File: src/verilog/ssirq_regs.svh
`ifndef SSIRQ_REGS_SVH
`define SSIRQ_REGS_SVH

// register offsets
`define SSIRQ_STATUS_OFS        8'h18
`define SSIRQ_CONFIG_OFS        8'h19

// fault_and_ready_flags field positions
`define SSIRQ_ST_SRC_HI         15
`define SSIRQ_ST_SRC_LO         14
`define SSIRQ_ST_UNDER          13
`define SSIRQ_ST_OVER           12
`define SSIRQ_ST_TIMEOUT        11
`define SSIRQ_ST_AMP_HIGH       10
`define SSIRQ_ST_AMP_LOW        9
`define SSIRQ_ST_ZERO           8
`define SSIRQ_ST_READY          6
`define SSIRQ_ST_UNREAD0        3

// fault_routing_config field positions
`define SSIRQ_CF_UNDER_RES      15
`define SSIRQ_CF_OVER_RES       14
`define SSIRQ_CF_TIMEOUT_RES    13
`define SSIRQ_CF_AMP_HIGH_RES   12
`define SSIRQ_CF_AMP_LOW_RES    11
`define SSIRQ_CF_UNDER_IRQ      7
`define SSIRQ_CF_OVER_IRQ       6
`define SSIRQ_CF_TIMEOUT_IRQ    5
`define SSIRQ_CF_AMP_HIGH_IRQ   4
`define SSIRQ_CF_AMP_LOW_IRQ    3
`define SSIRQ_CF_ZERO_IRQ       2
`define SSIRQ_CF_READY_IRQ      0

// reset values and writable bits
`define SSIRQ_STATUS_RST        16'h0000
`define SSIRQ_CONFIG_RST        16'h0000
`define SSIRQ_CONFIG_MASK       16'hF8FD

`endif

File: src/verilog/ssirq_pkg.sv
`default_nettype none
package ssirq_pkg;
    timeunit 1ns;
    timeprecision 1ns;

    // one bit per error kind, as raised by the error detectors
    typedef struct packed {
        logic under_range;
        logic over_range;
        logic timeout;
        logic amp_high;
        logic amp_low;
        logic zero_count;
    } ssirq_err_s;

    // one event from the conversion engine
    typedef struct packed {
        logic       valid;
        logic       conv;
        logic [1:0] chan;
        ssirq_err_s err;
    } ssirq_evt_s;

    // host register access strobe
    typedef struct packed {
        logic        rd;
        logic        wr;
        logic [7:0]  addr;
        logic [15:0] wdata;
    } ssirq_reg_req_s;

    // host read of a channel result register
    typedef struct packed {
        logic       rd;
        logic       upper;
        logic [1:0] chan;
    } ssirq_res_rd_s;

    // fault bits carried in a channel result register
    typedef struct packed {
        logic under_range;
        logic over_range;
        logic timeout;
        logic amp_fault;
    } ssirq_res_err_s;

    function automatic logic [3:0] ssirq_onehot(input logic [1:0] chan);
        ssirq_onehot = 4'h1 << chan;
    endfunction

endpackage
`default_nettype wire

File: src/verilog/ssirq_fault_mem.sv
`default_nettype none
module ssirq_fault_mem
    import ssirq_pkg::*;
#(
    parameter int DEPTH = 4,
    parameter int WIDTH = 4
) (
    input  wire logic                     clk,
    input  wire logic                     rst,
    input  wire logic                     wr_en,
    input  wire logic [$clog2(DEPTH)-1:0] wr_addr,
    input  wire logic [WIDTH-1:0]         wr_data,
    input  wire logic [$clog2(DEPTH)-1:0] rd_addr,
    output var  logic [WIDTH-1:0]         rd_data
);
    timeunit 1ns;
    timeprecision 1ns;

    if (DEPTH < 2 || WIDTH < 1) begin
        $error("ssirq_fault_mem: bad size");
    end

    typedef struct packed {
        logic [DEPTH-1:0][WIDTH-1:0] mem;
        logic [WIDTH-1:0]            rd;
    } ssirq_mem_s;

    ssirq_mem_s st;
    ssirq_mem_s next_st;

    always_comb begin
        next_st = st;
        if (wr_en) begin
            next_st.mem[wr_addr] = wr_data;
        end
        next_st.rd = st.mem[rd_addr];
    end

    always_ff @(posedge clk) begin
        if (rst) begin
            st <= '0;
        end else begin
            st <= next_st;
        end
    end

    assign rd_data = st.rd;
endmodule
`default_nettype wire

File: src/verilog/ssirq_ready_track.sv
`default_nettype none
module ssirq_ready_track
    import ssirq_pkg::*;
#(
    parameter int NUM_CHAN = 4
) (
    input  wire logic       clk,
    input  wire logic       rst,
    input  wire logic       conv_done,
    input  wire logic [1:0] conv_chan,
    input  wire logic       scan_enable,
    input  wire logic [3:0] scan_chan_mask,
    input  wire logic       res_rd,
    input  wire logic [1:0] res_rd_chan,
    output var  logic       ready_pulse,
    output var  logic [3:0] unread
);
    timeunit 1ns;
    timeprecision 1ns;

    if (NUM_CHAN < 2 || NUM_CHAN > 4) begin
        $error("ssirq_ready_track: NUM_CHAN 2..4");
    end

    typedef struct packed {
        logic [3:0] seen;
        logic [3:0] unread;
        logic       ready;
    } ssirq_trk_s;

    ssirq_trk_s st;
    ssirq_trk_s next_st;
    logic [3:0] chan_mask;

    assign chan_mask = scan_chan_mask & 4'((1 << NUM_CHAN) - 1);

    always_comb begin
        next_st       = st;
        next_st.ready = 1'b0;
        if (res_rd) begin
            next_st.unread = next_st.unread & ~ssirq_onehot(res_rd_chan);
        end
        if (conv_done) begin
            next_st.unread = next_st.unread | ssirq_onehot(conv_chan);
            if (!scan_enable) begin
                next_st.ready = 1'b1;
                next_st.seen  = 4'h0;
            end else if (((st.seen | ssirq_onehot(conv_chan)) & chan_mask) == chan_mask) begin
                next_st.ready = 1'b1;
                next_st.seen  = 4'h0;
            end else begin
                next_st.seen  = st.seen | ssirq_onehot(conv_chan);
            end
        end
    end

    always_ff @(posedge clk) begin
        if (rst) begin
            st <= '0;
        end else begin
            st <= next_st;
        end
    end

    assign ready_pulse = st.ready;
    assign unread      = st.unread;
endmodule
`default_nettype wire

File: src/verilog/ssirq_top.sv
// Functional notes
// - status 15:14 give faulting channel index
// - errors latched until status or source-upper read
// - bit 13 flags under-range since last read
// - bit 12 flags over-range since last read
// - bit 11 flags timeout since last read
// - bit 10 flags amplitude-high since last read
// - bit 9 flags amplitude-low since last read
// - bit 8 flags zero-count since last read
// - bit 6 flags fresh results ready
// - bits 3..0 flag unread results channels 0..3
// - config 15 routes under-range to result
// - config 14 routes over-range to result
// - config 13 routes timeout to result
// - config 12/11 route amplitude to result
// - config 7 routes under-range to pin/status
// - config 6 routes over-range to pin/status
// - config 5 routes timeout to pin/status
// - config 4/3 route amplitude to pin/status
// - config 2 routes zero-count to pin/status
// - config 0 routes result-ready to pin/status
// - suppress control blocks interrupt pin assertion
// - scan enable picks single or sequential mode
`include "ssirq_regs.svh"
`default_nettype none
module ssirq_top
    import ssirq_pkg::*;
#(
    parameter int NUM_CHAN = 4
) (
    input  wire logic           clk,
    input  wire logic           rst,
    input  wire ssirq_reg_req_s reg_req,
    output var  logic [15:0]    reg_rdata,
    input  wire ssirq_evt_s     evt,
    input  wire ssirq_res_rd_s  res_rd,
    input  wire logic           irq_suppress,
    input  wire logic           scan_enable,
    input  wire logic [3:0]     scan_chan_mask,
    output var  ssirq_res_err_s result_fault,
    output var  logic           irq_n_pin
);
    timeunit 1ns;
    timeprecision 1ns;

    if (NUM_CHAN < 2 || NUM_CHAN > 4) begin
        $error("ssirq_top: NUM_CHAN 2..4");
    end

    typedef struct packed {
        logic [15:0] config_word;
        logic [1:0]  source_chan;
        ssirq_err_s  flags;
        logic        ready;
        logic [15:0] rdata;
        logic        irq_n;
    } ssirq_top_s;

    ssirq_top_s     st;
    ssirq_top_s     next_st;
    ssirq_err_s     routed;
    ssirq_res_err_s to_result;
    logic [3:0]     unread;
    logic           ready_pulse;
    logic           status_rd;
    logic           source_upper_rd;
    logic [15:0]    status_word;

    // error kinds reported to pin and status
    always_comb begin
        routed            = '0;
        if (evt.valid) begin
            routed.under_range = evt.err.under_range
                               & st.config_word[`SSIRQ_CF_UNDER_IRQ];
            routed.over_range  = evt.err.over_range
                               & st.config_word[`SSIRQ_CF_OVER_IRQ];
            routed.timeout     = evt.err.timeout
                               & st.config_word[`SSIRQ_CF_TIMEOUT_IRQ];
            routed.amp_high    = evt.err.amp_high
                               & st.config_word[`SSIRQ_CF_AMP_HIGH_IRQ];
            routed.amp_low     = evt.err.amp_low
                               & st.config_word[`SSIRQ_CF_AMP_LOW_IRQ];
            routed.zero_count  = evt.err.zero_count
                               & st.config_word[`SSIRQ_CF_ZERO_IRQ];
        end
    end

    // error kinds reported in the channel result word
    always_comb begin
        to_result             = '0;
        to_result.under_range = evt.err.under_range
                              & st.config_word[`SSIRQ_CF_UNDER_RES];
        to_result.over_range  = evt.err.over_range
                              & st.config_word[`SSIRQ_CF_OVER_RES];
        to_result.timeout     = evt.err.timeout
                              & st.config_word[`SSIRQ_CF_TIMEOUT_RES];
        to_result.amp_fault   = (evt.err.amp_high
                                 & st.config_word[`SSIRQ_CF_AMP_HIGH_RES])
                              | (evt.err.amp_low
                                 & st.config_word[`SSIRQ_CF_AMP_LOW_RES]);
    end

    // status word image
    always_comb begin
        status_word                                        = `SSIRQ_STATUS_RST;
        status_word[`SSIRQ_ST_SRC_HI:`SSIRQ_ST_SRC_LO]     = st.source_chan;
        status_word[`SSIRQ_ST_UNDER]                       = st.flags.under_range;
        status_word[`SSIRQ_ST_OVER]                        = st.flags.over_range;
        status_word[`SSIRQ_ST_TIMEOUT]                     = st.flags.timeout;
        status_word[`SSIRQ_ST_AMP_HIGH]                    = st.flags.amp_high;
        status_word[`SSIRQ_ST_AMP_LOW]                     = st.flags.amp_low;
        status_word[`SSIRQ_ST_ZERO]                        = st.flags.zero_count;
        status_word[`SSIRQ_ST_READY]                       = st.ready;
        status_word[`SSIRQ_ST_UNREAD0-:4]                  = {unread[0], unread[1],
                                                              unread[2], unread[3]};
    end

    assign status_rd       = reg_req.rd && (reg_req.addr == `SSIRQ_STATUS_OFS);
    assign source_upper_rd = res_rd.rd && res_rd.upper && (res_rd.chan == st.source_chan);

    always_comb begin
        next_st = st;
        // register reads, unmapped offsets read zero
        if (reg_req.rd) begin
            case (reg_req.addr)
                `SSIRQ_STATUS_OFS: next_st.rdata = status_word;
                `SSIRQ_CONFIG_OFS: next_st.rdata = st.config_word;
                default:           next_st.rdata = 16'h0000;
            endcase
        end
        if (reg_req.wr && reg_req.addr == `SSIRQ_CONFIG_OFS) begin
            next_st.config_word = reg_req.wdata & `SSIRQ_CONFIG_MASK;
        end
        // clears first, so a new event in the same cycle wins
        if (status_rd || source_upper_rd) begin
            next_st.flags = '0;
        end
        if (status_rd) begin
            next_st.ready = 1'b0;
        end
        if (routed != '0) begin
            next_st.flags       = next_st.flags | routed;
            next_st.source_chan = evt.chan;
        end
        if (ready_pulse && st.config_word[`SSIRQ_CF_READY_IRQ]) begin
            next_st.ready = 1'b1;
        end
        // pin low while any latched flag stands and not suppressed
        next_st.irq_n = !((next_st.flags != '0 || next_st.ready) && !irq_suppress);
    end

    always_ff @(posedge clk) begin
        if (rst) begin
            st             <= '0;
            st.config_word <= `SSIRQ_CONFIG_RST;
            st.irq_n       <= 1'b1;
        end else begin
            st <= next_st;
        end
    end

    ssirq_ready_track #(
        .NUM_CHAN (NUM_CHAN)
    ) u_track (
        .clk            (clk),
        .rst            (rst),
        .conv_done      (evt.valid && evt.conv),
        .conv_chan      (evt.chan),
        .scan_enable    (scan_enable),
        .scan_chan_mask (scan_chan_mask),
        .res_rd         (res_rd.rd),
        .res_rd_chan    (res_rd.chan),
        .ready_pulse    (ready_pulse),
        .unread         (unread)
    );

    ssirq_fault_mem #(
        .DEPTH (4),
        .WIDTH (4)
    ) u_mem (
        .clk     (clk),
        .rst     (rst),
        .wr_en   (evt.valid),
        .wr_addr (evt.chan),
        .wr_data (to_result),
        .rd_addr (res_rd.chan),
        .rd_data (result_fault)
    );

    assign reg_rdata = st.rdata;
    assign irq_n_pin = st.irq_n;
endmodule
`default_nettype wire

File: config.mk
export PLATFORM = sky130hd
export DESIGN_NAME = ssirq_top
export DESIGN_NICKNAME = d
export VERILOG_FILES = /design/src/verilog/ssirq_pkg.sv /design/src/verilog/ssirq_fault_mem.sv /design/src/verilog/ssirq_ready_track.sv /design/src/verilog/ssirq_top.sv
export VERILOG_INCLUDE_DIRS = /design/src /design/src/verilog
export SDC_FILE = /design/constraint.sdc
export NUM_CORES = 1
export LEC_CHECK = 0
export CORE_MARGIN = 4
export CORE_UTILIZATION = 45
export CTS_CLUSTER_DIAMETER = 120
export DETAILED_ROUTE_END_ITERATION = 8
export DONT_BUFFER_PORTS = 1
export GPL_ROUTABILITY_DRIVEN = 0
export PLACE_DENSITY = 0.66
export RECOVER_POWER = 25
export SETUP_SLACK_MARGIN = 0.3
export SYNTH_ARGS = -nofsm -noshare
export SYNTH_HDL_FRONTEND = slang
export SYNTH_SLANG_ARGS = --single-unit
File: constraint.sdc
create_clock -name clk -period 1.15 [get_ports clk]
set_input_delay 0 -clock clk [delete_from_list [all_inputs] [get_ports clk]]
set_output_delay 0 -clock clk [all_outputs]
set_load 0.005 [all_outputs]
# [Word-level counts from Yosys, hierarchy flattened]
# Index checks and enable logic that the tools add are counted.
# W data, S select, Z words.
[classes] bitwise_logic=19 magnitude_cmp=3 n_eq_ne=4 n_shift=2 n_mux=17 reduce_logical=15
[op_table] op="$pmux W16 S2" n=1
[op_table] op="$mux W4" n=5
[op_table] op="$mux W6" n=3
[op_table] op="$bwmux W16" n=1
[op_table] op="$eq A8 B5 Y1 const B" n=2
[op_table] op="$reduce_bool A6 Y1" n=2
[op_table] op="$and A1 B1 Y1" n=11
[op_table] op="$and A4 B4 Y4" n=2
[op_table] op="$bmux W4 S2" n=1
[op_table] op="$demux W4 S2" n=1
[op_table] op="$logic_and A1 B1 Y1" n=8
[op_table] op="$or A4 B4 Y4" n=2
[op_table] op="$shl A1 B2 Y4 const A" n=2
[op_table] op="$lt A2 B3 Y1 const B" n=2
[op_table] op="$or A6 B6 Y6" n=1
[op_table] op="$mux W5" n=1
[op_table] op="$eq A4 B4 Y1" n=1
[op_table] op="$mux W1" n=4
[op_table] op="$not A4 Y4" n=1
[op_table] op="$eq A2 B2 Y1" n=1
[op_table] op="$ge A2 B1 Y1 const B" n=1
[op_table] op="$logic_not A1 Y1" n=2
[op_table] op="$logic_or A1 B1 Y1" n=2
[op_table] op="$reduce_or A2 Y1" n=1
[op_table] op="2 further kinds" n=2
[word_totals] output_inout_bits=21 elab_cells=79 in_bits=48 ff_bits=67

# [Depth between registers and ports, before layout]
[depth] depth_word=10 mapped_depth=5 mapped_depth_nobuf=4

# [Modules after synthesis]
# A second synthesis with hierarchy kept.
[unflattened] cells_unflattened=308 hier_area_um2=3111.7
[by_module_without_submodules] module="ssirq_top" cells_each=180 instances=1 area_each_um2=1704.1 seq_area_each_um2=760.7
[by_module_without_submodules] module="ssirq_fault_mem" cells_each=74 instances=1 area_each_um2=889.6 seq_area_each_um2=400.4
[by_module_without_submodules] module="ssirq_ready_track" cells_each=54 instances=1 area_each_um2=518.0 seq_area_each_um2=180.2

# [Worst setup path before layout]
# No wires, ideal clock.
[synth_path] kind="register -> register" from="register st[29] in the netlist's numbering" to="register st[24] in the netlist's numbering" arrival_ps=1113 setup_slack_ps=-91 required_time_ps=1022 period_less_slack_ps=1241 setup_ps=128 path_buffers=0 path_stages_with_launch=5 cell_sequence="dfxtp_1 -> a22o_1 -> o31ai_2 -> mux2i_1 -> nor2_1"
[synth_between] elab_chain_len=3
[synth_rtl] item="from (decl)" line_no="ssirq_top.sv:59" text="ssirq_top_s st;"
[synth_rtl] item="from (signal assigned)" line_no="ssirq_top.sv:158" text="st <= next_st;"
[synth_rtl] item="$and A1 B1 Y1" line_no="ssirq_top.sv:81" text="routed.amp_low = evt.err.amp_low"
[synth_rtl] item="$mux W6" line_no="ssirq_top.sv:72" text="if (evt.valid) begin"
[synth_rtl] item="$reduce_bool A6 Y1" line_no="ssirq_top.sv:141" text="if (routed != '0) begin"
# Every way passes these cells.
# A chain may end at the register's enable or synchronous reset.

# [Worst setup path in the final report]
[layout_path] from="register st[32] in the netlist's numbering" to="register st[25] in the netlist's numbering"
[layout_between] elab_chain_len=3
[layout_rtl] item="$and A1 B1 Y1" line_no="ssirq_top.sv:75" text="routed.over_range = evt.err.over_range"
[layout_rtl] item="$mux W6" line_no="ssirq_top.sv:72"
[layout_rtl] item="$reduce_bool A6 Y1" line_no="ssirq_top.sv:141"
# Every way passes these cells.

==> flow_summary.yaml <==
status:
  status: "complete, but fails checks"
  violations: "hold timing, setup timing"
worst_setup_path:
  slowest_delay_ns: 0.33
  critPathMaxFanout: 3
  critPathTopFamily: "compound AO/OA/AOI/OAI gates"
  r2r_end: "st[25]$_SDFFE_PP0N_"
  crit_path_end_kind: "flop"
  arrival_ns: 1.48
  critPathKind: "reg2reg"
  critPathRequiredTime_ns: 1.38
  r2r_cells: 4
  worstPathCellList: "a22o_1, o31ai_4, mux2i_1, nor2_1"
  cp_slowest_cell: "dfxtp_2"
  cp_num_buf_inv: 0
  start_kind: "flop"
  r2r_start: "st[32]$_SDFFE_PP0P_"
  r2r_slack_ns: -0.10
floorplanning:
  num_io_pins: 69
  coreArea_mm2: 0.00606
  start_util: 0.474
  chipHeight_um: 87.9
  die_w_um: 87.9
  die_area_mm2: 0.00773
  rows: 28
synth:
  postSynthCellCount: 304
  avgSynthCellArea_um2: 9.46
  ys_seq_area_frac: 0.466
  synth_top_cell_area_share: 0.466
  synth_area_leader_cell: "dfxtp_1"
  synthTopCellsByArea: "dfxtp_1, buf_4, nor2_1, mux2i_1, nand3_1"
  ys_seq_elements: 67
  synth_area_mm2: 0.00288
  yosysUniqueCellTypes: 41
  syn_nets: 352
  synth-edff-count: 0
  synth-main-ff-cell: "dfxtp_1"
  yosys_warnings: 0
  async_reset_ff_frac: 0
placement:
  post-place-ws_ns: -0.0897
  hpwlAfterDp_mm: 4.99
  dpl-instance-area_mm2: 0.00297
  numPortBuffers: 0
  dpl.cell_count: 356
finish:
  final_cell_count_no_fill: 376
  drive_above_1_share: 0.316
  nNetsFinal: 346
  antenna_cells: 0
  final_cell_mix: "dfxtp_1, nor2_1, nand3_1"
  syn_to_final_growth_pct: 16.9
  final_common_cell: "dfxtp_1"
  design_area_mm2: 0.00336
grt:
  antenna_found_initial: 0
  grt_use_total: 0.199
  grt_max_degree: 65
  grt_overflow: 0
  grt_pass1_vias: 2236
  grt_first_pass_wirelength_mm: 11.7
  gr-usage-met2: 0.290
  gr-usage-met3: 0.0583
  grtUsageMet1: 0.264
  busiest_layer: "met2"
timing:
  maxSlewViolCount: 0
  fin_crit_sh: 1.09
  maxSlewHeadroom: 0.610
  worst_hold_slack_ns: -0.274
  setup_viol: 5
  rsz0062_at_grt: "yes"
  setup_slack_ns: -0.100
  finalHoldViolations: 67
  tightest_slew_ns: 0.584
  skew_ns: 0.00700
  fin_crit_ns: 1.25
  max_freq_mhz: 800
clock_network:
  clock_path_buffers: 2
  numCtsBuffers: 9
  clkLatencyLatePin_ns: 0.33
  htreeDepth: 3
  root_buffer: "clkbuf_8"
  clkSinkCount: 67
  cts-hold-fix-buffers: 3
  cts_tree: "built"
  clk_pin_slew_ns: 0.07
route:
  drc: 0
  postRouteAntennaNets: 0
  drt_iter0_markers: 266
  finalWirelength_mm: 7.27
  num_vias: 2271
  wl_per_cell_um: 19.3
  firstDrtPassIters: 5
  via_per_inst: 6.04
hold_path:
  min_to: "st[41]$_SDFFE_PP0P_"
  min_from: "rst"
  hold_path_class: "in2reg"
  min_path_cells: 1
pwr:
  p_per_area_mw_per_mm2: 1340
  leakage_nw: 1.27
  peakVddDrop_mv: 0.657
run:
  max_cap_viol_count: 0
timing repair:
action | CTS | global route
setup endpoints to repair | 29 | 44
cloned | 0 | 0
endpoints found under the hold margin | 67 | 67
setup buffers | 2 | 1
gates resized for setup | 23 | 26
pin swaps | 11 | 9
registers in the layout (all words and copies together), names as in the netlist:
signal and cells:
u_mem.st 16, irq_n_pin 1, u_track.st 4, u_track.ready_pulse 1, u_mem.rd_data 4, st 21, reg_rdata 16, u_track.unread 4
logic make-up (layout without fill, tap and decap cells):
group,after synthesis,in the layout,synth area share
flip-flops,67,67,0.466
XOR/XNOR,2,2,0.00609
buffers and inverters,42,39,0.0922
AO/OA/AOI/OAI,61,61,0.150
AND/OR/NAND/NOR,114,114,0.205
multiplexers,18,18,0.0801
routing by layer:
layer  wire length, um  vias up  part of all wire
li1                  -     1068                 -
met1              3080     1090              0.42
met2              3220       92              0.44
met3               705       21             0.097
met4               261        0             0.036
met5                 0        -                 0
cells in the mapped netlist (all sizes together) (5+ instances only):
library cell / number
nand3: 28
a222oi: 9
buf: 30
mux2i: 14
nand2: 18
a211oi: 5
nor2b: 5
a22oi: 11
clkbuf: 9
a21oi: 24
dfxtp: 67
nor2: 40
worst max-delay path by stage:
stage,from,endpoint,slack [ns],cells after the start
after floorplan,st[29]$_SDFFE_PP0P_,st[24]$_SDFFE_PP0N_,-0.05,4
after global placement,st[29]$_SDFFE_PP0P_,st[24]$_SDFFE_PP0N_,-0.05,4
after detailed placement,st[29]$_SDFFE_PP0P_,st[25]$_SDFFE_PP0N_,-0.09,4
after CTS,st[30]$_SDFFE_PP0P_,st[25]$_SDFFE_PP0N_,-0.1,4
after global routing,st[32]$_SDFFE_PP0P_,st[25]$_SDFFE_PP0N_,-0.18,4
final,st[32]$_SDFFE_PP0P_,st[25]$_SDFFE_PP0N_,-0.10,4
worst register-to-register path, cell delays in order (launching register included):
cell	delay, ns
dfxtp_2	0.33
a22o_1	0.23
o31ai_4	0.31
mux2i_1	0.23
nor2_1	0.05
where the power goes:
| group | internal [W] | total [W] | switching (W) |
|---|---|---|---|
| Sequential | 0.00234 | 0.00235 | 0.0000114 |
| Combinational | 0.0000928 | 0.000188 | 0.0000954 |
| Clock | 0.00115 | 0.00196 | 0.000812 |
area by class of cell:
type	instances	area [um2]
well taps	75	93.8
multi-input cells	195	1480
clock buffers	12	165
inverters	3	11.3
clock inverters	2	35.0
fillers	556	2700
repair buffers	22	214
flip-flops and latches	67	1360
stage by stage:
stage / setup TNS (ns) / util / power [W]
6_report: -0.302 / 0.555 / 0.00450
5_1_grt: -0.748 / 0.555 / 0.00465
4_1_cts: -0.311 / 0.539 / 0.00454
3_5_place_dp: -0.168 / 0.489 / 0.00256
3_3_place_gp: -0.103 / 0.489 / 0.00256
2_1_floorplan: -0.106 / - / 0.00259
(Power assumes the default switching activity.)
